<file path="config.mk">
export PLATFORM = sky130hd
export DESIGN_NAME = ddrg_rx_gearbox
export DESIGN_NICKNAME = d
export VERILOG_FILES = /design/src/include/ddrg_pkg.sv /design/src/rtl/ddrg_rx_gearbox.sv
export SDC_FILE = /design/constraint.sdc
export NUM_CORES = 1
export LEC_CHECK = 0
export ABC_AREA = 1
export BUFFER_PORTS_ARGS = -buffer_cell sky130_fd_sc_hd__buf_2
export CAP_MARGIN = 15
export CORE_MARGIN = 5
export CORE_UTILIZATION = 53
export DETAILED_ROUTE_END_ITERATION = 8
export PLACE_DENSITY = 0.76
export SLEW_MARGIN = 15
export SYNTH_ARGS = -nofsm -noshare
export SYNTH_HDL_FRONTEND = slang
export SYNTH_SLANG_ARGS = --single-unit
</file>
<file path="constraint.sdc">
create_clock -name CLK -period 2.43 [get_ports CLK]
set_clock_uncertainty 0.15 [all_clocks]
set_input_delay 0 -clock CLK [delete_from_list [all_inputs] [get_ports CLK]]
set_output_delay 0 -clock CLK [all_outputs]
set_load 0.005 [all_outputs]
</file>
<file path="src/include/ddrg_pkg.sv">
/*
 Shared constants and types of the geared DDR receive front end: register map,
 control layout, reset values, sequencer states and startup timing counts.
 Assumes a 50 MHz register clock and a 32-bit APB slave port.
*/
package ddrg_pkg;

	// ----------------------------------------------------------------
	// Register map
	// ----------------------------------------------------------------
	localparam logic [7:0] ADDR_CTRL   = 8'h00;
	localparam logic [7:0] ADDR_DELAY  = 8'h04;
	localparam logic [7:0] ADDR_MARGIN = 8'h08;
	localparam logic [7:0] ADDR_STATUS = 8'h0C;

	// ----------------------------------------------------------------
	// Fields and reset values
	// ----------------------------------------------------------------
	typedef enum logic [1:0] {
		GEAR_X2 = 2'b00,
		GEAR_X4 = 2'b01,
		GEAR_X5 = 2'b10,
		GEAR_BAD = 2'b11
	} ddrg_gear_t;

	typedef struct packed {
		logic       fast_link;
		logic       user_kind;
		logic       dyn_delay;
		logic       aligned;
		ddrg_gear_t gear;
		logic       enable;
	} ddrg_ctrl_t;

	localparam int         CTRL_W      = 7;
	localparam ddrg_ctrl_t CTRL_RST    = ddrg_ctrl_t'(7'h00);
	localparam logic [2:0] DELAY_RST   = 3'h0;
	localparam logic [3:0] MARGIN_RST  = 4'h0;
	localparam int         ST_RUN      = 0;
	localparam int         ST_LOCK     = 1;
	localparam int         ST_FREEZE   = 2;
	localparam int         ST_ERR      = 3;
	localparam int         ST_STATE    = 4;
	localparam int         ST_CODE     = 8;
	localparam int         WORD_W      = 10;
	localparam int         DLY_DEPTH   = 16;
	localparam logic [2:0] DEF_TAP_ZH  = 3'h2;
	localparam logic [2:0] DLL_BASE    = 3'h4;

	// ----------------------------------------------------------------
	// Startup sequencer
	// ----------------------------------------------------------------
	typedef enum logic [2:0] {
		S_IDLE  = 3'b000,
		S_STOP  = 3'b001,
		S_WLOCK = 3'b010,
		S_LOAD  = 3'b011,
		S_REL   = 3'b100,
		S_RUN   = 3'b101
	} ddrg_state_t;

	localparam int CLK_PERIOD_NS = 20;
	localparam int STOP_TIME_NS  = 80;
	localparam int REL_TIME_NS   = 160;
	localparam int LOCK_TIME_NS  = 1280;
	localparam int STOP_CYCLES   = (STOP_TIME_NS + CLK_PERIOD_NS - 1) / CLK_PERIOD_NS;
	localparam int REL_CYCLES    = (REL_TIME_NS + CLK_PERIOD_NS - 1) / CLK_PERIOD_NS;
	localparam int LOCK_CYCLES   = (LOCK_TIME_NS + CLK_PERIOD_NS - 1) / CLK_PERIOD_NS;

endpackage

</file>
<file path="src/rtl/ddrg_rx_gearbox.sv">
/*
 Geared DDR receive front end with x2, x4 and x5 gearing, centered and
 edge-aligned clocking, data delay taps, clock delay loop and startup sequencer.
 Assumes pad dual-edge flops deliver one rise and one fall bit per lane per CLK,
 CLK standing for the fast edge clock, and an APB master on the same clock.
*/
// The register offsets and the APB slave port were left to the implementer.
module ddrg_rx_gearbox #(
	parameter int LANES = 4
) (
	input  wire logic                     CLK,
	input  wire logic                     RESET_N,
	input  wire logic                     PSEL,
	input  wire logic                     PENABLE,
	input  wire logic                     PWRITE,
	input  wire logic [7:0]               PADDR,
	input  wire logic [31:0]              PWDATA,
	output logic      [31:0]              PRDATA,
	output logic                          PREADY,
	output logic                          PSLVERR,
	input  wire logic [LANES-1:0]         DATA_RISE,
	input  wire logic [LANES-1:0]         DATA_FALL,
	output logic                          FAST_CLK_EN,
	output logic                          SLOW_CLK,
	output logic                          CAPTURE_RST,
	output logic [LANES*ddrg_pkg::WORD_W-1:0] RX_WORD,
	output logic                          RX_VALID
);

	if (LANES < 1 || LANES > 32) begin : g_check
		$error("LANES must lie between 1 and 32");
	end

	// ----------------------------------------------------------------
	// Register file
	// ----------------------------------------------------------------
	ddrg_pkg::ddrg_ctrl_t  ctrl_q, ctrl_d, cfg_q, cfg_d;
	ddrg_pkg::ddrg_state_t state_q, state_d;
	logic [2:0]  delay_q, delay_d, utap_q, utap_d, slave_q, slave_d, dll_q, dll_d;
	logic [3:0]  margin_q, margin_d;
	logic        err_q, err_d, freeze_q, freeze_d, gate_q, gate_d, rst_q, rst_d;
	logic [31:0] prdata_q, prdata_d;
	logic [6:0]  timer_q, timer_d, lock_q, lock_d;
	logic [2:0]  cnt_q, cnt_d, ratio;
	logic        slow_q, slow_d, valid_q, valid_d, locked, refused, wr, mapped;
	logic [4:0]  trim_sum;

	assign wr      = PSEL && PENABLE && PWRITE;
	assign mapped  = PADDR == ddrg_pkg::ADDR_CTRL || PADDR == ddrg_pkg::ADDR_DELAY
		|| PADDR == ddrg_pkg::ADDR_MARGIN || PADDR == ddrg_pkg::ADDR_STATUS;
	assign PREADY  = PSEL && PENABLE;
	assign PSLVERR = PSEL && PENABLE && !mapped;
	assign PRDATA  = prdata_q;
	// A bad gear code is refused along with a slow link
	assign refused = state_q == ddrg_pkg::S_IDLE && ctrl_q.enable
		&& (!ctrl_q.fast_link || ctrl_q.gear == ddrg_pkg::GEAR_BAD);

	always_comb begin
		ctrl_d   = ctrl_q;
		delay_d  = delay_q;
		margin_d = margin_q;
		prdata_d = prdata_q;
		if (wr && PADDR == ddrg_pkg::ADDR_CTRL) begin
			ctrl_d = ddrg_pkg::ddrg_ctrl_t'(PWDATA[ddrg_pkg::CTRL_W-1:0]);
		end
		if (wr && PADDR == ddrg_pkg::ADDR_DELAY) begin
			delay_d = PWDATA[2:0];
		end
		if (wr && PADDR == ddrg_pkg::ADDR_MARGIN) begin
			margin_d = PWDATA[3:0];
		end
		// Set wins over a clear landing in the same cycle
		if (refused) begin
			err_d = 1'b1;
		end else if (wr && PADDR == ddrg_pkg::ADDR_STATUS && PWDATA[ddrg_pkg::ST_ERR]) begin
			err_d = 1'b0;
		end else begin
			err_d = err_q;
		end
		if (PSEL && !PENABLE && !PWRITE) begin
			prdata_d = 32'h0000_0000;
			unique case (PADDR)
				ddrg_pkg::ADDR_CTRL:   prdata_d[ddrg_pkg::CTRL_W-1:0] = ctrl_q;
				ddrg_pkg::ADDR_DELAY:  prdata_d[2:0] = delay_q;
				ddrg_pkg::ADDR_MARGIN: prdata_d[3:0] = margin_q;
				ddrg_pkg::ADDR_STATUS: begin
					prdata_d[ddrg_pkg::ST_RUN]    = gate_q;
					prdata_d[ddrg_pkg::ST_LOCK]   = locked;
					prdata_d[ddrg_pkg::ST_FREEZE] = freeze_q;
					prdata_d[ddrg_pkg::ST_ERR]    = err_q;
					prdata_d[ddrg_pkg::ST_STATE +: 3] = state_q;
					prdata_d[ddrg_pkg::ST_CODE +: 3]  = slave_q;
				end
				default: prdata_d = 32'h0000_0000;
			endcase
		end
	end

	always_ff @(posedge CLK) begin
		if (!RESET_N) begin
			ctrl_q   <= ddrg_pkg::CTRL_RST;
			delay_q  <= ddrg_pkg::DELAY_RST;
			margin_q <= ddrg_pkg::MARGIN_RST;
			err_q    <= 1'b0;
			prdata_q <= 32'h0000_0000;
		end else begin
			ctrl_q   <= ctrl_d;
			delay_q  <= delay_d;
			margin_q <= margin_d;
			err_q    <= err_d;
			prdata_q <= prdata_d;
		end
	end

	// ----------------------------------------------------------------
	// Startup sequencer and clock delay loop
	// ----------------------------------------------------------------
	assign locked   = lock_q == 7'(ddrg_pkg::LOCK_CYCLES - 1);
	// Trim is taken around the base code, not the last code, so it cannot creep
	assign trim_sum = 5'({2'b00, ddrg_pkg::DLL_BASE}) + 5'({margin_q[3], margin_q});

	always_comb begin
		state_d = state_q;
		cfg_d   = cfg_q;
		utap_d  = utap_q;
		timer_d = timer_q + 7'h01;
		unique case (state_q)
			ddrg_pkg::S_IDLE: begin
				timer_d = 7'h00;
				if (ctrl_q.enable && !refused) begin
					cfg_d   = ctrl_q;
					utap_d  = delay_q;
					state_d = ddrg_pkg::S_STOP;
				end
			end
			ddrg_pkg::S_STOP: if (timer_q == 7'(ddrg_pkg::STOP_CYCLES - 1)) begin
				timer_d = 7'h00;
				state_d = cfg_q.aligned ? ddrg_pkg::S_WLOCK : ddrg_pkg::S_REL;
			end
			ddrg_pkg::S_WLOCK: if (locked) begin
				state_d = ddrg_pkg::S_LOAD;
			end
			ddrg_pkg::S_LOAD: begin
				timer_d = 7'h00;
				state_d = ddrg_pkg::S_REL;
			end
			ddrg_pkg::S_REL: if (timer_q == 7'(ddrg_pkg::REL_CYCLES - 1)) begin
				state_d = ddrg_pkg::S_RUN;
			end
			ddrg_pkg::S_RUN: timer_d = 7'h00;
			default: state_d = ddrg_pkg::S_IDLE;
		endcase
		if (state_q != ddrg_pkg::S_IDLE && !ctrl_q.enable) begin
			state_d = ddrg_pkg::S_IDLE;
		end
		gate_d   = state_d == ddrg_pkg::S_RUN;
		rst_d    = !(state_d == ddrg_pkg::S_REL || state_d == ddrg_pkg::S_RUN);
		freeze_d = cfg_d.aligned && (state_d == ddrg_pkg::S_STOP
			|| state_d == ddrg_pkg::S_WLOCK || state_d == ddrg_pkg::S_LOAD);
		// Frozen master holds its code; free master follows base plus trim, clamped
		if (state_d == ddrg_pkg::S_IDLE) begin
			dll_d = ddrg_pkg::DLL_BASE;
		end else if (freeze_d) begin
			dll_d = dll_q;
		end else if (trim_sum[4]) begin
			dll_d = 3'h0;
		end else if (trim_sum[3]) begin
			dll_d = 3'h7;
		end else begin
			dll_d = trim_sum[2:0];
		end
		// Slave follows only after lock; centered mode keeps it at zero shift
		if (!cfg_q.aligned || state_q == ddrg_pkg::S_IDLE) begin
			slave_d = 3'h0;
		end else if (state_q == ddrg_pkg::S_LOAD || state_q == ddrg_pkg::S_REL
			|| state_q == ddrg_pkg::S_RUN) begin
			slave_d = dll_q;
		end else begin
			slave_d = slave_q;
		end
		// Master is clocked by the slave output: a moved slave phase restarts lock
		if (!cfg_q.aligned || state_q == ddrg_pkg::S_IDLE || slave_d != slave_q) begin
			lock_d = 7'h00;
		end else if (locked) begin
			lock_d = lock_q;
		end else begin
			lock_d = lock_q + 7'h01;
		end
	end

	always_ff @(posedge CLK) begin
		if (!RESET_N) begin
			state_q  <= ddrg_pkg::S_IDLE;
			cfg_q    <= ddrg_pkg::CTRL_RST;
			utap_q   <= ddrg_pkg::DELAY_RST;
			timer_q  <= 7'h00;
			gate_q   <= 1'b0;
			rst_q    <= 1'b1;
			freeze_q <= 1'b0;
			dll_q    <= ddrg_pkg::DLL_BASE;
			slave_q  <= 3'h0;
			lock_q   <= 7'h00;
		end else begin
			state_q  <= state_d;
			cfg_q    <= cfg_d;
			utap_q   <= utap_d;
			timer_q  <= timer_d;
			gate_q   <= gate_d;
			rst_q    <= rst_d;
			freeze_q <= freeze_d;
			dll_q    <= dll_d;
			slave_q  <= slave_d;
			lock_q   <= lock_d;
		end
	end

	// ----------------------------------------------------------------
	// Divider and word timing, shared by all lanes
	// ----------------------------------------------------------------
	always_comb begin
		unique case (cfg_q.gear)
			ddrg_pkg::GEAR_X2: ratio = 3'd2;
			ddrg_pkg::GEAR_X4: ratio = 3'd4;
			default:           ratio = 3'd5;
		endcase
		cnt_d   = cnt_q;
		valid_d = 1'b0;
		if (rst_q) begin
			cnt_d = 3'd0;
		end else if (gate_q) begin
			valid_d = cnt_q == ratio - 3'd1;
			cnt_d   = valid_d ? 3'd0 : cnt_q + 3'd1;
		end
		// Divider halts with the gate; odd ratios give a shorter high phase
		slow_d = !rst_q && gate_q ? cnt_d < (ratio >> 1) : slow_q;
		if (rst_q) begin
			slow_d = 1'b0;
		end
	end

	always_ff @(posedge CLK) begin
		if (!RESET_N) begin
			cnt_q   <= 3'd0;
			valid_q <= 1'b0;
			slow_q  <= 1'b0;
		end else begin
			cnt_q   <= cnt_d;
			valid_q <= valid_d;
			slow_q  <= slow_d;
		end
	end

	assign FAST_CLK_EN = gate_q;
	assign SLOW_CLK    = slow_q;
	assign CAPTURE_RST = rst_q;
	assign RX_VALID    = valid_q;

	// ----------------------------------------------------------------
	// Per-lane sync, data delay and capture
	// ----------------------------------------------------------------
	logic [2:0] data_tap;
	logic [3:0] tap_sel;

	assign data_tap = cfg_q.dyn_delay ? delay_q
		: (cfg_q.user_kind ? utap_q : ddrg_pkg::DEF_TAP_ZH);
	// Shifting the clock later is the same as sampling deeper into the line
	assign tap_sel = {1'b0, data_tap} + {1'b0, slave_q};

	for (genvar l = 0; l < LANES; l++) begin : g_lane
		logic [1:0] meta_q, sync_q, pair;
		logic [1:0] dl_q [ddrg_pkg::DLY_DEPTH];
		logic [1:0] dl_d [ddrg_pkg::DLY_DEPTH];
		logic [ddrg_pkg::WORD_W-1:0] sh_q, sh_d, word_q, word_d;

		assign pair = dl_q[tap_sel];

		always_comb begin
			dl_d[0] = sync_q;
			for (int i = 1; i < ddrg_pkg::DLY_DEPTH; i++) begin
				dl_d[i] = dl_q[i-1];
			end
			sh_d   = sh_q;
			word_d = word_q;
			if (rst_q) begin
				sh_d = '0;
			end else if (gate_q) begin
				sh_d[{cnt_q, 1'b0}]        = pair[0];
				sh_d[{cnt_q, 1'b0} + 4'd1] = pair[1];
				if (valid_d) begin
					word_d = sh_d;
					sh_d   = '0;
				end
			end
		end

		always_ff @(posedge CLK) begin
			if (!RESET_N) begin
				meta_q <= 2'b00;
				sync_q <= 2'b00;
				sh_q   <= '0;
				word_q <= '0;
				for (int i = 0; i < ddrg_pkg::DLY_DEPTH; i++) begin
					dl_q[i] <= 2'b00;
				end
			end else begin
				meta_q <= {DATA_FALL[l], DATA_RISE[l]};
				sync_q <= meta_q;
				sh_q   <= sh_d;
				word_q <= word_d;
				dl_q   <= dl_d;
			end
		end

		assign RX_WORD[l*ddrg_pkg::WORD_W +: ddrg_pkg::WORD_W] = word_q;
	end

	// ----------------------------------------------------------------
	// Assertions
	// ----------------------------------------------------------------
	property p_rate_gate;
		@(posedge CLK) disable iff (!RESET_N)
		(state_q == ddrg_pkg::S_IDLE && state_d != ddrg_pkg::S_IDLE) |-> ctrl_q.fast_link;
	endproperty
	a_rate_gate: assert property (p_rate_gate) else $error("start without fast link");

	property p_x2_period;
		@(posedge CLK) disable iff (!RESET_N)
		(RX_VALID && gate_q && cfg_q.gear == ddrg_pkg::GEAR_X2) |=>
			!RX_VALID ##1 (RX_VALID || !gate_q);
	endproperty
	a_x2_period: assert property (p_x2_period) else $error("x2 word period wrong");

	property p_x4_period;
		@(posedge CLK) disable iff (!RESET_N)
		(RX_VALID && gate_q && cfg_q.gear == ddrg_pkg::GEAR_X4) |=>
			!RX_VALID [*3] ##1 (RX_VALID || !gate_q);
	endproperty
	a_x4_period: assert property (p_x4_period) else $error("x4 word period wrong");

	property p_x5_period;
		@(posedge CLK) disable iff (!RESET_N)
		(RX_VALID && gate_q && cfg_q.gear == ddrg_pkg::GEAR_X5) |=>
			!RX_VALID [*4] ##1 (RX_VALID || !gate_q);
	endproperty
	a_x5_period: assert property (p_x5_period) else $error("x5 word period wrong");

	property p_center_noshift;
		@(posedge CLK) disable iff (!RESET_N)
		(FAST_CLK_EN && !cfg_q.aligned) |-> slave_q == 3'h0 && state_q == ddrg_pkg::S_RUN;
	endproperty
	a_center_noshift: assert property (p_center_noshift) else $error("centered clock shifted");

	property p_default_tap;
		@(posedge CLK) disable iff (!RESET_N)
		(!cfg_q.dyn_delay && !cfg_q.user_kind) |-> data_tap == ddrg_pkg::DEF_TAP_ZH;
	endproperty
	a_default_tap: assert property (p_default_tap) else $error("default tap wrong");

	property p_dyn_tap;
		@(posedge CLK) disable iff (!RESET_N)
		(cfg_q.dyn_delay && wr && PADDR == ddrg_pkg::ADDR_DELAY) |=> data_tap == $past(PWDATA[2:0]);
	endproperty
	a_dyn_tap: assert property (p_dyn_tap) else $error("adjustable tap not applied");

	property p_no_update_unlocked;
		@(posedge CLK) disable iff (!RESET_N)
		(state_q == ddrg_pkg::S_WLOCK) |=> $stable(slave_q);
	endproperty
	a_no_update_unlocked: assert property (p_no_update_unlocked) else $error("slave moved early");

	property p_load_then_thaw;
		@(posedge CLK) disable iff (!RESET_N)
		(state_q == ddrg_pkg::S_LOAD && ctrl_q.enable) |->
			freeze_q ##1 (!freeze_q && slave_q == $past(dll_q));
	endproperty
	a_load_then_thaw: assert property (p_load_then_thaw) else $error("load and thaw out of order");

	property p_gate_after_reset;
		@(posedge CLK) disable iff (!RESET_N)
		$rose(FAST_CLK_EN) |-> !CAPTURE_RST && !$past(CAPTURE_RST, 2) && !$past(FAST_CLK_EN, 2);
	endproperty
	a_gate_after_reset: assert property (p_gate_after_reset) else $error("gate opened in reset");

	property p_slow_stops;
		@(posedge CLK) disable iff (!RESET_N)
		!FAST_CLK_EN |=> (!SLOW_CLK || FAST_CLK_EN);
	endproperty
	a_slow_stops: assert property (p_slow_stops) else $error("slow clock ran while stopped");

endmodule

</file>
==> impl_results.md, run 1 <==
* Post-layout min period at 2650 ps
* Total wire length at 28.4 mm
* Ordered list of cells on the worst path: inv_2 > nand3_2 > nand2_2 > ha_4 > fa_2 > buf_12 > buf_12 > o21ai_0 > o211ai_1 > nand3_2 > nand3_2 > nand3_1 > a21oi_1
* Leftover overflow at the end of global routing at 0
* Total clock buffers created by CTS at 30
* Post-Syn Instances at 1,586
* Largest delay contributor family on the critical path: adder cells
* Most frequent CP cell: sky130_fd_sc_hd__nand3_2
* Antenna violations before repair at 0
* P_leak at 0.00691 uW
* Fill cell instance count of the final layout at 1,831
* Detailed-route via count at 10,492
* DP HPWL at 17.0 mm
* Final cell count without fillers at 2,028
* Share of layout cells above drive strength 1 at 0.221
* Routability cong. at 0.854
* Data required time of the critical path at 2770 ps
* Clock transition at path regs at 60 ps
* Peak supply drop at 0.371 mV
* Total count of hold-check failures in the final report at 0
* Buffer and inverter count on the worst path at 3
* Flop-to-flop setup slack at -220 ps
* Total DRC errors in the routed layout at 0
* Cell depth of the worst hold path at 6
* Maximum number of pins on one net before global-route repair at 124
* XOR/XNOR Fraction of Synth Area at 0.0125
* Clock latency on the worst-skew pair at 560 ps
* Root buf cell: sky130_fd_sc_hd__clkbuf_16
* Vertical extent of the die at 160 um
* Layout Cell Area excl Fill at 14,700 um^2
* End point of the most critical hold path: margin_q[3]$_SDFFE_PN0P_
* Number of setup violations in the final report at 80
* Compound-Gate Fraction of Synth Area at 0.132
* Power density relative to cell area at 632 nW/um^2
* Nets@finish at 1,786
* Post-Place Cell Area at 12,700 um^2
* Number of placement rows at 55
* Number of buffers inserted by port buffering at 83
* Worst min-delay path startpoint: PENABLE
* Clock buffer depth at 3
* Tot GR Track Use at 0.205
* Synthesized-area fraction occupied by adder cells at 0.0121
* Highest Clock Rate at 378 MHz
* Portion of the post-synthesis area used by sequential elements at 0.482
* Maximum Capacitance Violations at 0
* Summed instance area of the synthesized netlist at 12,000 um^2
* DRT Pass-1 Iters at 5
* Num Clock Sinks at 288
* Number of nets still failing antenna checks after routing at 0
* Count of antenna diodes in the layout at 0
* Global-route wire length before repair at 45.4 mm
* CTS tree: yes
* Level count of the clock H-tree at 1
* Worst-case headroom to the max-slew limit at 0.298
* Crit-path max FO at 6
* Core ar. at 22,400 um^2
* Slew at the pin with the worst max-slew slack at 1050 ps
* Worst min-delay path class: in -> reg
* Area occupied by multi-input gates at 5430 um^2
* Violations in the final reports: negative setup slack
* Placed cells at 1,919
* Wire length per cell at 14.0 um
* Horizontal extent of the die at 160 um
* Crit path launch type: flip-flop
* Mux contribution to synthesized area at 0
* Most common library cell in the layout ignoring fill and taps: sky130_fd_sc_hd__dfxtp_1
* Crit Reg-Reg Startpoint: cfg_q[4]$_SDFFE_PN0P_
* RSZ-0062 raised after global routing: true
* Setup ws final at -215 ps
* FF-to-FF End: g_lane[0].sh_q[5]$_SDFFE_PP0P_
* Outcome: finished with violations
* Final Max Slew Viols at 0
* Highest-count cells in the layout ignoring fill and taps: 287 x sky130_fd_sc_hd__dfxtp_1, 263 x sky130_fd_sc_hd__nand2_1, 193 x sky130_fd_sc_hd__inv_1, 184 x sky130_fd_sc_hd__nor2_1, 94 x sky130_fd_sc_hd__nand3_1
* Average cell area after synthesis at 7.55 um^2
* Sequential Area at 5770 um^2
* Basic-gate share of the synthesized area counting and, or, nand and nor cells at 0.250
* Main combinational cell family by area after synthesis: simple AND/OR/NAND/NOR gates
* Pre-CTS setup slack at -343 ps
* Post-synthesis to final-layout area growth at 23.2%
* Worst slack on hold paths at 33.0 ps
* Post-synthesis sequential element count at 288
* IO Count at 131
* Total Neg Setup Slack at -9790 ps
* Number of global-route vias before repair at 9,592
* Crit path capture type: flip-flop
* Critical path arrival at 2980 ps
* Critical Setup Path Class: reg -> reg
* Crit-path slowest cell: sky130_fd_sc_hd__fa_2
* Initial core utilization at 0.533
* Area of the die at 25,700 um^2
* Detailed router's first-iteration violation count at 814
* Largest stage delay on the critical path at 570 ps
* Number of distinct standard cells referenced by the synthesized netlist at 42
* Period Utilization, post-route at 1.09
* Post-detailed-route via-to-cell ratio at 5.17
* Depth of the worst register-to-register path at 13
* Yosys warning total at 0
layer usage:
layer	vias to the layer above	global-route usage	routed length [um]
met4	0	0.0485	594
met3	50	0.0335	1900
met5	-	0	0
met2	330	0.344	13400
li1	5246	-	-
met1	4866	0.279	12500
tightest hold or removal path, cell delays in order:
cell and delay (ps):
sky130_fd_sc_hd__buf_2 100, sky130_fd_sc_hd__nand2_1 80, sky130_fd_sc_hd__nor2_1 60, sky130_fd_sc_hd__inv_1 140
sky130_fd_sc_hd__nor2_4 70, sky130_fd_sc_hd__a211oi_1 200
final cells by class:
class | count | area share
flip-flops and latches | 288 | 0.391
multi-input cells | 1016 | 0.369
repair buffers | 178 | 0.0978
clock buffers | 42 | 0.0601
inverters | 208 | 0.0537
well taps | 285 | 0.0242
clock inverters | 11 | 0.00450
flip-flops by register name, summed over array words and instances (netlist names), 3 cells and up:
signal         cells
g_lane.dl_d      120
g_lane.sh_q       40
g_lane.word_q     40
PRDATA            10
g_lane.dl_q        8
g_lane.meta_q      8
g_lane.sync_q      8
ctrl_q             7
lock_q             7
timer_q            7
cfg_q              5
margin_q           4
cnt_q              3
delay_q            3
dll_q              3
slave_q            3
state_q            3
utap_q             3
cells in the mapped netlist (all sizes together):
| cell type | count | area, um^2 |
|---|---|---|
| nor3 | 12 | 75.1 |
| nor4 | 1 | 6.26 |
| dfxtp | 288 | 5770 |
| clkbuf | 46 | 173 |
| nand3b | 2 | 15.0 |
| nand2 | 288 | 1090 |
| nand4 | 4 | 31.3 |
| o21bai | 5 | 37.5 |
| xnor2 | 4 | 53.8 |
| clkinv | 5 | 18.8 |
| inv | 203 | 762 |
| o31ai | 2 | 15.0 |
| nor3b | 1 | 7.51 |
| nor2 | 201 | 788 |
| a21o | 1 | 7.51 |
| buf | 50 | 382 |
| conb | 1 | 3.75 |
| or2 | 41 | 257 |
| o21ai | 136 | 684 |
| a21oi | 107 | 682 |
| o22ai | 6 | 37.5 |
| fa | 1 | 20.0 |
| ha | 10 | 125 |
| nand3 | 145 | 726 |
| xor2 | 11 | 96.3 |
| a211oi | 3 | 22.5 |
| o211ai | 12 | 90.1 |
report_power, final:
group | switching (uW) | internal (uW)
sequential | 7.88 | 4750
clock | 1840 | 2520
combinational | 123 | 83.3
how the worst max path moves through the flow:
| stage | start | endpoint | slack, ps | depth (start not counted) |
|---|---|---|---|---|
| after floorplan | cfg_q[4]$_SDFFE_PN0P_ | g_lane[1].sh_q[8]$_SDFFE_PP0P_ | 10 | 13 |
| after global placement | cfg_q[4]$_SDFFE_PN0P_ | g_lane[0].sh_q[5]$_SDFFE_PP0P_ | -250 | 13 |
| after detailed placement | cfg_q[4]$_SDFFE_PN0P_ | g_lane[2].sh_q[2]$_SDFFE_PP0P_ | -340 | 13 |
| after CTS | cfg_q[4]$_SDFFE_PN0P_ | g_lane[1].sh_q[0]$_SDFFE_PP0P_ | -160 | 14 |
| after global routing | cfg_q[4]$_SDFFE_PN0P_ | g_lane[0].sh_q[9]$_SDFFE_PP0P_ | -390 | 13 |
| final | cfg_q[4]$_SDFFE_PN0P_ | g_lane[0].sh_q[5]$_SDFFE_PP0P_ | -220 | 13 |
cell families after synthesis:
group	Yosys count
AO/OA/AOI/OAI	272
XOR/XNOR	15
adder cells (fa/ha/maj)	11
buffers and inverters	304
flip-flops	288
other	1
AND/OR/NAND/NOR	695
per-stage QoR:
stage / utilization / power (uW)
5_1_grt: 0.657 / 9620
4_1_cts: 0.638 / 9380
3_5_place_dp: 0.564 / 5010
3_3_place_gp: 0.564 / 5010
6_report: 0.657 / 9320
2_1_floorplan: - / 4980
repair_timing:
item                       in CTS  in global routing
setup endpoints to repair      80                 89
buffers inserted                2                  6
pin swaps                      15                 43
hold endpoints to repair       92                  3
hold buffers                   45                  1
cloned                          1                  2
resized for setup              55                 94
Note: power is estimated with default switching activity, not from simulation.
==> run 2, diff against run 1 <==
--- a/config.mk
+++ b/config.mk
@@ -5,13 +5,14 @@
 export SDC_FILE = /design/constraint.sdc
 export NUM_CORES = 1
 export LEC_CHECK = 0
-export ABC_AREA = 1
+export ABC_AREA = 0
 export BUFFER_PORTS_ARGS = -buffer_cell sky130_fd_sc_hd__buf_2
 export CAP_MARGIN = 15
 export CORE_MARGIN = 5
-export CORE_UTILIZATION = 53
+export CORE_UTILIZATION = 52
 export DETAILED_ROUTE_END_ITERATION = 8
-export PLACE_DENSITY = 0.76
+export PLACE_DENSITY = 0.75
+export SKIP_CTS_REPAIR_TIMING = 1
 export SLEW_MARGIN = 15
 export SYNTH_ARGS = -nofsm -noshare
 export SYNTH_HDL_FRONTEND = slang
==> run 2 against run 1 <==
  * The flow still finishes with violations (negative setup slack)
  * Non-clock buffer count up 25
  * Sequential share of layout area grew 1.8 points
  * Maximum frequency fell by 5.3%
  * Global-route usage decreased by 2.0 points
  * Largest power group unchanged
  * Critical path depth shrank 2
  * Critical endpoint is now g_lane[3].sh_q[2]$_SDFFE_PP0P_
  * Register-to-register slack worse by 150 ps
  * Final cell count decreased by 23%
  * Via count down 18%
  * Final area fell by 4.2%
==> impl_results.md, run 2 <==
* Sequential Area at 5770 um^2
* Ordered list of cells on the worst path: nand2_4 > o21ai_2 > ha_2 > fa_2 > xor2_4 > buf_12 > buf_12 > mux4_2 > o22ai_4 > a21oi_4 > a32o_1
* Power share of the clock group at 0.459
* Number of buffers inserted by port buffering at 83
* Routability cong. at 0.835
* Wire length per cell at 16.1 um
* Number of nets still failing antenna checks after routing at 0
* Nets@finish at 1,320
* Crit-path slowest cell: sky130_fd_sc_hd__fa_2
* Total wire length at 25.1 mm
* Setup ws final at -363 ps
* Switching part of the total power at 0.212
* Post-synthesis to final-layout area growth at 25.0%
* Period Utilization, post-route at 1.15
* Fill cell instance count of the final layout at 1,615
* IO Count at 131
* Yosys warning total at 0
* Async set or reset register ratio after synthesis at 0
* Compound-Gate Fraction of Synth Area at 0.126
* Main combinational cell family by area after synthesis: simple AND/OR/NAND/NOR gates
* RSZ-0062 raised after global routing: true
* Leading register cell type out of synthesis: sky130_fd_sc_hd__dfxtp_1
* Detailed-route via count at 8,565
* Post-Syn Instances at 1,084
* Worst slack on hold paths at 36.7 ps
* Data required time of the critical path at 2720 ps
* Worst min-delay path class: in -> reg
* Peak supply drop at 0.422 mV
* Root buf cell: sky130_fd_sc_hd__clkbuf_16
* Crit-path max FO at 10
* Clock buffer depth at 3
* Total Neg Setup Slack at -21,710 ps
* Total count of hold-check failures in the final report at 0
* Post-synth EDFFs at 0
* XOR/XNOR Fraction of Synth Area at 0.0154
* Fraction of synthesized cell area taken by the top area cell type at 0.510
* Mux contribution to synthesized area at 0.0955
* Clock latency on the worst-skew pair at 550 ps
* Synthesized-area fraction occupied by adder cells at 0.0128
* CTS tree: yes
* Maximum Capacitance Violations at 0
* Most frequent CP cell: sky130_fd_sc_hd__buf_12
* Portion of the post-synthesis area used by sequential elements at 0.510
* Combinational fraction of design power at 0.020
* Top post-synthesis cells by area: sky130_fd_sc_hd__dfxtp_1 51%, sky130_fd_sc_hd__and2_1 8.6%, sky130_fd_sc_hd__mux4_2 6.0%
* Worst-case headroom to the max-slew limit at 0.588
* Internal power consumption at 7190 uW
* Slew at the pin with the worst max-slew slack at 617 ps
* Number of setup violations in the final report at 82
* Num Clock Sinks at 288
* Crit path capture type: flip-flop
* Most common library cell in the layout ignoring fill and taps: sky130_fd_sc_hd__dfxtp_1
* Count of antenna diodes in the layout at 0
* Final Max Slew Viols at 0
* Total DRC errors in the routed layout at 0
* Maximum number of pins on one net before global-route repair at 185
* Post-layout min period at 2790 ps
* Switching power summed over all nets at 1930 uW
* Core ar. at 21,600 um^2
* Cell type with the largest total area after synthesis: sky130_fd_sc_hd__dfxtp_1
* Critical Setup Path Class: reg -> reg
* Highest-count cells in the layout ignoring fill and taps: 284 x sky130_fd_sc_hd__dfxtp_1, 155 x sky130_fd_sc_hd__and2_1, 105 x sky130_fd_sc_hd__nand2_1, 82 x sky130_fd_sc_hd__buf_2, 66 x sky130_fd_sc_hd__buf_4
* Vertical extent of the die at 157 um
* Outcome: finished with violations
* Violations in the final reports: negative setup slack
* Basic-gate share of the synthesized area counting and, or, nand and nor cells at 0.196
* DRT Pass-1 Iters at 5
* Summed instance area of the synthesized netlist at 11,300 um^2
* Post-synthesis sequential element count at 288
* Crit path launch type: flip-flop
* Share of layout cells above drive strength 1 at 0.246
* Initial core utilization at 0.523
* Leftover overflow at the end of global routing at 0
* Area occupied by multi-input gates at 5460 um^2
* Global-route wire length before repair at 38.6 mm
* Number of distinct standard cells referenced by the synthesized netlist at 68
* Flip-flop count of the largest register, all copies and words added at 120
* Critical path arrival at 3090 ps
* Antenna violations before repair at 0
* Clock transition at path regs at 60 ps
* Number of placement rows at 54
* DP HPWL at 15.7 mm
* Detailed router's first-iteration violation count at 613
* Post-synth top cells: 288 x sky130_fd_sc_hd__dfxtp_1, 155 x sky130_fd_sc_hd__and2_1, 113 x sky130_fd_sc_hd__nand2_1
* Tot GR Track Use at 0.185
* Level count of the clock H-tree at 1
* Total chip power at 9120 uW
* P_leak at 0.00556 uW
* Area of the die at 24,800 um^2
* Average cell area after synthesis at 10.4 um^2
* Number of global-route vias before repair at 7,875
* Highest Clock Rate at 358 MHz
* Horizontal extent of the die at 157 um
* Relative contribution of sequential cells to total power at 0.521
* Largest stage delay on the critical path at 410 ps
* Top-count cell post-synth: sky130_fd_sc_hd__dfxtp_1
* Post-detailed-route via-to-cell ratio at 5.50
* Power density relative to cell area at 646 nW/um^2
* Total clock buffers created by CTS at 29
[run 2: kinds of logic after synthesis]
| group | after synthesis |
|---|---|
| simple gates | 406 |
| flops | 288 |
| compound gates | 198 |
| buf+inv | 99 |
| mux | 62 |
| xor+xnor | 19 |
| fa+ha+maj | 11 |
| other cells | 1 |
[run 2: final cells by class]
cell class,instances,share of cell area
Tap cell,280,0.0248
Clock buffer,42,0.0584
Timing Repair Buffer,203,0.113
Inverter,13,0.00346
Multi-Input combinational cell,721,0.387
Clock inverter,9,0.00496
Sequential cell,288,0.409
[run 2: final timing paths]
kind,start,cells past startpoint,end,slack (ps)
max reg2reg,cfg_q[4]$_SDFFE_PN0P_,11,g_lane[3].sh_q[2]$_SDFFE_PP0P_,-360
min,DATA_FALL[2],3,g_lane[2].meta_q[1]$_SDFF_PN0_,40
min reg2reg,g_lane[0].sync_q[0]$_SDFF_PN0_,1,g_lane[0].dl_d[28]$_SDFF_PN0_,270
max,cfg_q[4]$_SDFFE_PN0P_,11,g_lane[3].sh_q[2]$_SDFFE_PP0P_,-360
[run 2: routing by layer]
metal | part of all wire | wire length, um | global-route usage
met1 | 0.45 | 11200 | 0.248
met2 | 0.48 | 12000 | 0.316
met3 | 0.056 | 1400 | 0.0269
met4 | 0.020 | 505 | 0.0500
met5 | 0 | 0 | 0
[run 2: power by group through the flow]
stage               registers, uW  clock network (uW)  logic (uW)
floorplan                    4850                   0         120
global placement             4850                   0         144
detailed placement           4850                   0         146
CTS                          4750                4260         146
global route                 4750                4450         205
finish                       4750                4180         186
[run 2: stage by stage]
| step | instance area (um^2) | utilization | instances | setup WS [ps] |
|---|---|---|---|---|
| 2_1_floorplan | 11400 | - | 1105 | -40.9 |
| 3_3_place_gp | 12400 | 0.574 | 1456 | -254 |
| 3_5_place_dp | 12400 | 0.574 | 1456 | -423 |
| 4_1_cts | 13300 | 0.616 | 1507 | -403 |
| 5_1_grt | 14100 | 0.653 | 1556 | -444 |
| 6_report | 14100 | 0.653 | 1556 | -363 |
[run 2: worst max-delay path, delay by kind of cell (launching register included)]
kind,cells,cell delay (ps)
compound gates,4,630
fa+ha+maj,2,590
flops,1,380
mux,1,330
buf+inv,2,280
xor+xnor,1,250
simple gates,1,60
==> run 3, diff against run 2 <==
--- a/config.mk
+++ b/config.mk
@@ -6,7 +6,7 @@
 export NUM_CORES = 1
 export LEC_CHECK = 0
 export ABC_AREA = 0
-export BUFFER_PORTS_ARGS = -buffer_cell sky130_fd_sc_hd__buf_2
+export BUFFER_PORTS_ARGS = -buffer_cell sky130_fd_sc_hd__buf_4
 export CAP_MARGIN = 15
 export CORE_MARGIN = 5
 export CORE_UTILIZATION = 52
==> run 3 against run 2 <==
  * The flow finishes with violations (negative hold slack, negative setup slack)
  * First-iteration DRC count down 18%
  * Non-clock buffer count down 29
  * Power up 4.6%
  * Final area down 0.21%
  * Highest routed layer unchanged
==> impl_results.md, run 3 (same netlist as run 2, synthesis figures left out) <==
* P_leak at 0.00541 uW
* Number of setup violations in the final report at 80
* Depth of the worst register-to-register path at 10
* Worst min-delay path class: in -> reg
* Total Neg Setup Slack at -31,870 ps
* Leftover overflow at the end of global routing at 0
* Highest Clock Rate at 342 MHz
* Tot GR Track Use at 0.189
* Violations in the final reports: negative hold slack, negative setup slack
* Combinational fraction of design power at 0.020
* Total chip power at 9540 uW
* Clock buffer depth at 3
* Number of placement rows at 54
* Detailed-route via count at 8,356
* Horizontal extent of the die at 157 um
* Setup ws final at -491 ps
* Power density relative to cell area at 677 nW/um^2
* Internal power consumption at 7620 uW
* Crit-path max FO at 7
* Critical path arrival at 3190 ps
* Switching power summed over all nets at 1920 uW
* Crit path launch type: flip-flop
* RSZ-0062 raised after global routing: true
* Initial core utilization at 0.523
* Crit path capture type: flip-flop
* Antenna violations before repair at 0
* Most common library cell in the layout ignoring fill and taps: sky130_fd_sc_hd__dfxtp_1
* Fill cell instance count of the final layout at 1,658
* Period Utilization, post-route at 1.20
* Total count of hold-check failures in the final report at 5
* IO Count at 131
* Highest-count cells in the layout ignoring fill and taps: 284 x sky130_fd_sc_hd__dfxtp_1, 155 x sky130_fd_sc_hd__and2_1, 135 x sky130_fd_sc_hd__buf_4, 111 x sky130_fd_sc_hd__nand2_1, 46 x sky130_fd_sc_hd__o21ai_0
* Critical Setup Path Class: reg -> reg
* Sequential Area at 5770 um^2
* Ordered list of cells on the worst path: nor3b_1 > a21oi_1 > fa_2 > xor2_4 > buf_12 > mux4_2 > o22ai_4 > a31oi_4 > buf_6 > a32o_1
* Total wire length at 25.5 mm
* Area occupied by multi-input gates at 5430 um^2
* DRT Pass-1 Iters at 5
* Share of the core filled with cells at 0.652
* Post-synthesis to final-layout area growth at 24.7%
* Level count of the clock H-tree at 1
* Share of layout cells above drive strength 1 at 0.233
* Relative contribution of sequential cells to total power at 0.498
* Outcome: finished with violations
* Total clock buffers created by CTS at 28
* Switching part of the total power at 0.201
* Crit-path slowest cell: sky130_fd_sc_hd__fa_2
* Final Max Slew Viols at 0
* Post-Place Cell Area at 12,400 um^2
* Worst slack on hold paths at -37.4 ps
* Peak supply drop at 0.418 mV
* Clock transition at path regs at 60 ps
* Wire length per cell at 16.7 um
* Maximum Capacitance Violations at 0
* Flip-flop count of the largest register, all copies and words added at 120
* Vertical extent of the die at 157 um
* Area of the die at 24,800 um^2
* Routability cong. at 0.816
* Count of antenna diodes in the layout at 0
* Post-layout min period at 2920 ps
* Core ar. at 21,600 um^2
* Global-route wire length before repair at 39.4 mm
* Worst-case headroom to the max-slew limit at 0.402
* Power share of the clock group at 0.482
* Largest delay contributor family on the critical path: compound AO/OA/AOI/OAI gates
* Total DRC errors in the routed layout at 0
* DP HPWL at 15.6 mm
* Number of nets still failing antenna checks after routing at 0
* Cell depth of the worst hold path at 6
* Number of buffers inserted by port buffering at 83
* Largest stage delay on the critical path at 430 ps
* Instance count on the critical path at 10
* Clock latency on the worst-skew pair at 540 ps
* Layout Cell Area excl Fill at 14,100 um^2
* Root buf cell: sky130_fd_sc_hd__clkbuf_16
* Data required time of the critical path at 2700 ps
* Maximum number of pins on one net before global-route repair at 168
* Slew at the pin with the worst max-slew slack at 890 ps
* Post-detailed-route via-to-cell ratio at 5.47
* Number of global-route vias before repair at 7,855
* Pre-CTS setup slack at -449 ps
* Num Clock Sinks at 288
* CTS tree: yes
* Detailed router's first-iteration violation count at 502
* Buffer and inverter count on the worst path at 2
* Nets@finish at 1,291
==> run 3: worst paths after layout <==
check                                 start                        endpoint  slack [ps]
max reg2reg           cfg_q[4]$_SDFFE_PN0P_  g_lane[0].sh_q[0]$_SDFFE_PP0P_        -490
min reg2reg  g_lane[1].sync_q[1]$_SDFF_PN0_   g_lane[1].dl_d[29]$_SDFF_PN0_         280
min                                    PSEL              err_q$_SDFFE_PN0P_         -40
max                   cfg_q[4]$_SDFFE_PN0P_  g_lane[0].sh_q[0]$_SDFFE_PP0P_        -490
==> run 3: power groups by stage <==
stage / sequential [uW] / combinational, uW / clock, uW
after global placement: 4850 / 152 / 0
after floorplan: 4850 / 120 / 0
after CTS: 4750 / 155 / 4690
final: 4750 / 192 / 4600
after detailed placement: 4850 / 154 / 0
after global routing: 4740 / 211 / 4880
==> run 3: worst reg2reg max path, stage by stage (launching register included) <==
cell and delay, ps:
sky130_fd_sc_hd__dfxtp_4 370, sky130_fd_sc_hd__nor3b_1 250, sky130_fd_sc_hd__a21oi_1 130, sky130_fd_sc_hd__fa_2 430, sky130_fd_sc_hd__xor2_4 270, sky130_fd_sc_hd__buf_12 160
sky130_fd_sc_hd__mux4_2 330, sky130_fd_sc_hd__o22ai_4 260, sky130_fd_sc_hd__a31oi_4 100, sky130_fd_sc_hd__buf_6 160, sky130_fd_sc_hd__a32o_1 210
==> run 3: cell type report <==
cell class              instances  share of cell area
multi-input cells             722               0.385
inverters                      13             0.00346
clock inverters                14              0.0153
repair buffers                174               0.106
clock buffers                  38              0.0552
flip-flops and latches        288               0.410
well taps                     280              0.0249
==> run 3: layer usage <==
layer	GRT usage	share of wire	wire length, um	up-vias
met5	0	0	0	-
met2	0.315	0.49	12400	227
met1	0.262	0.45	11400	4016
met4	0.0475	0.017	436	0
li1	-	-	-	4076
met3	0.0275	0.052	1320	37
==> run 3: metrics by stage <==
stage / hold slack, ps / cells
after floorplan: -22.7 / 1105
after global placement: 59.1 / 1436
after detailed placement: 60.4 / 1436
after CTS: -506 / 1488
after global routing: -7.83 / 1529
final: -37.4 / 1529
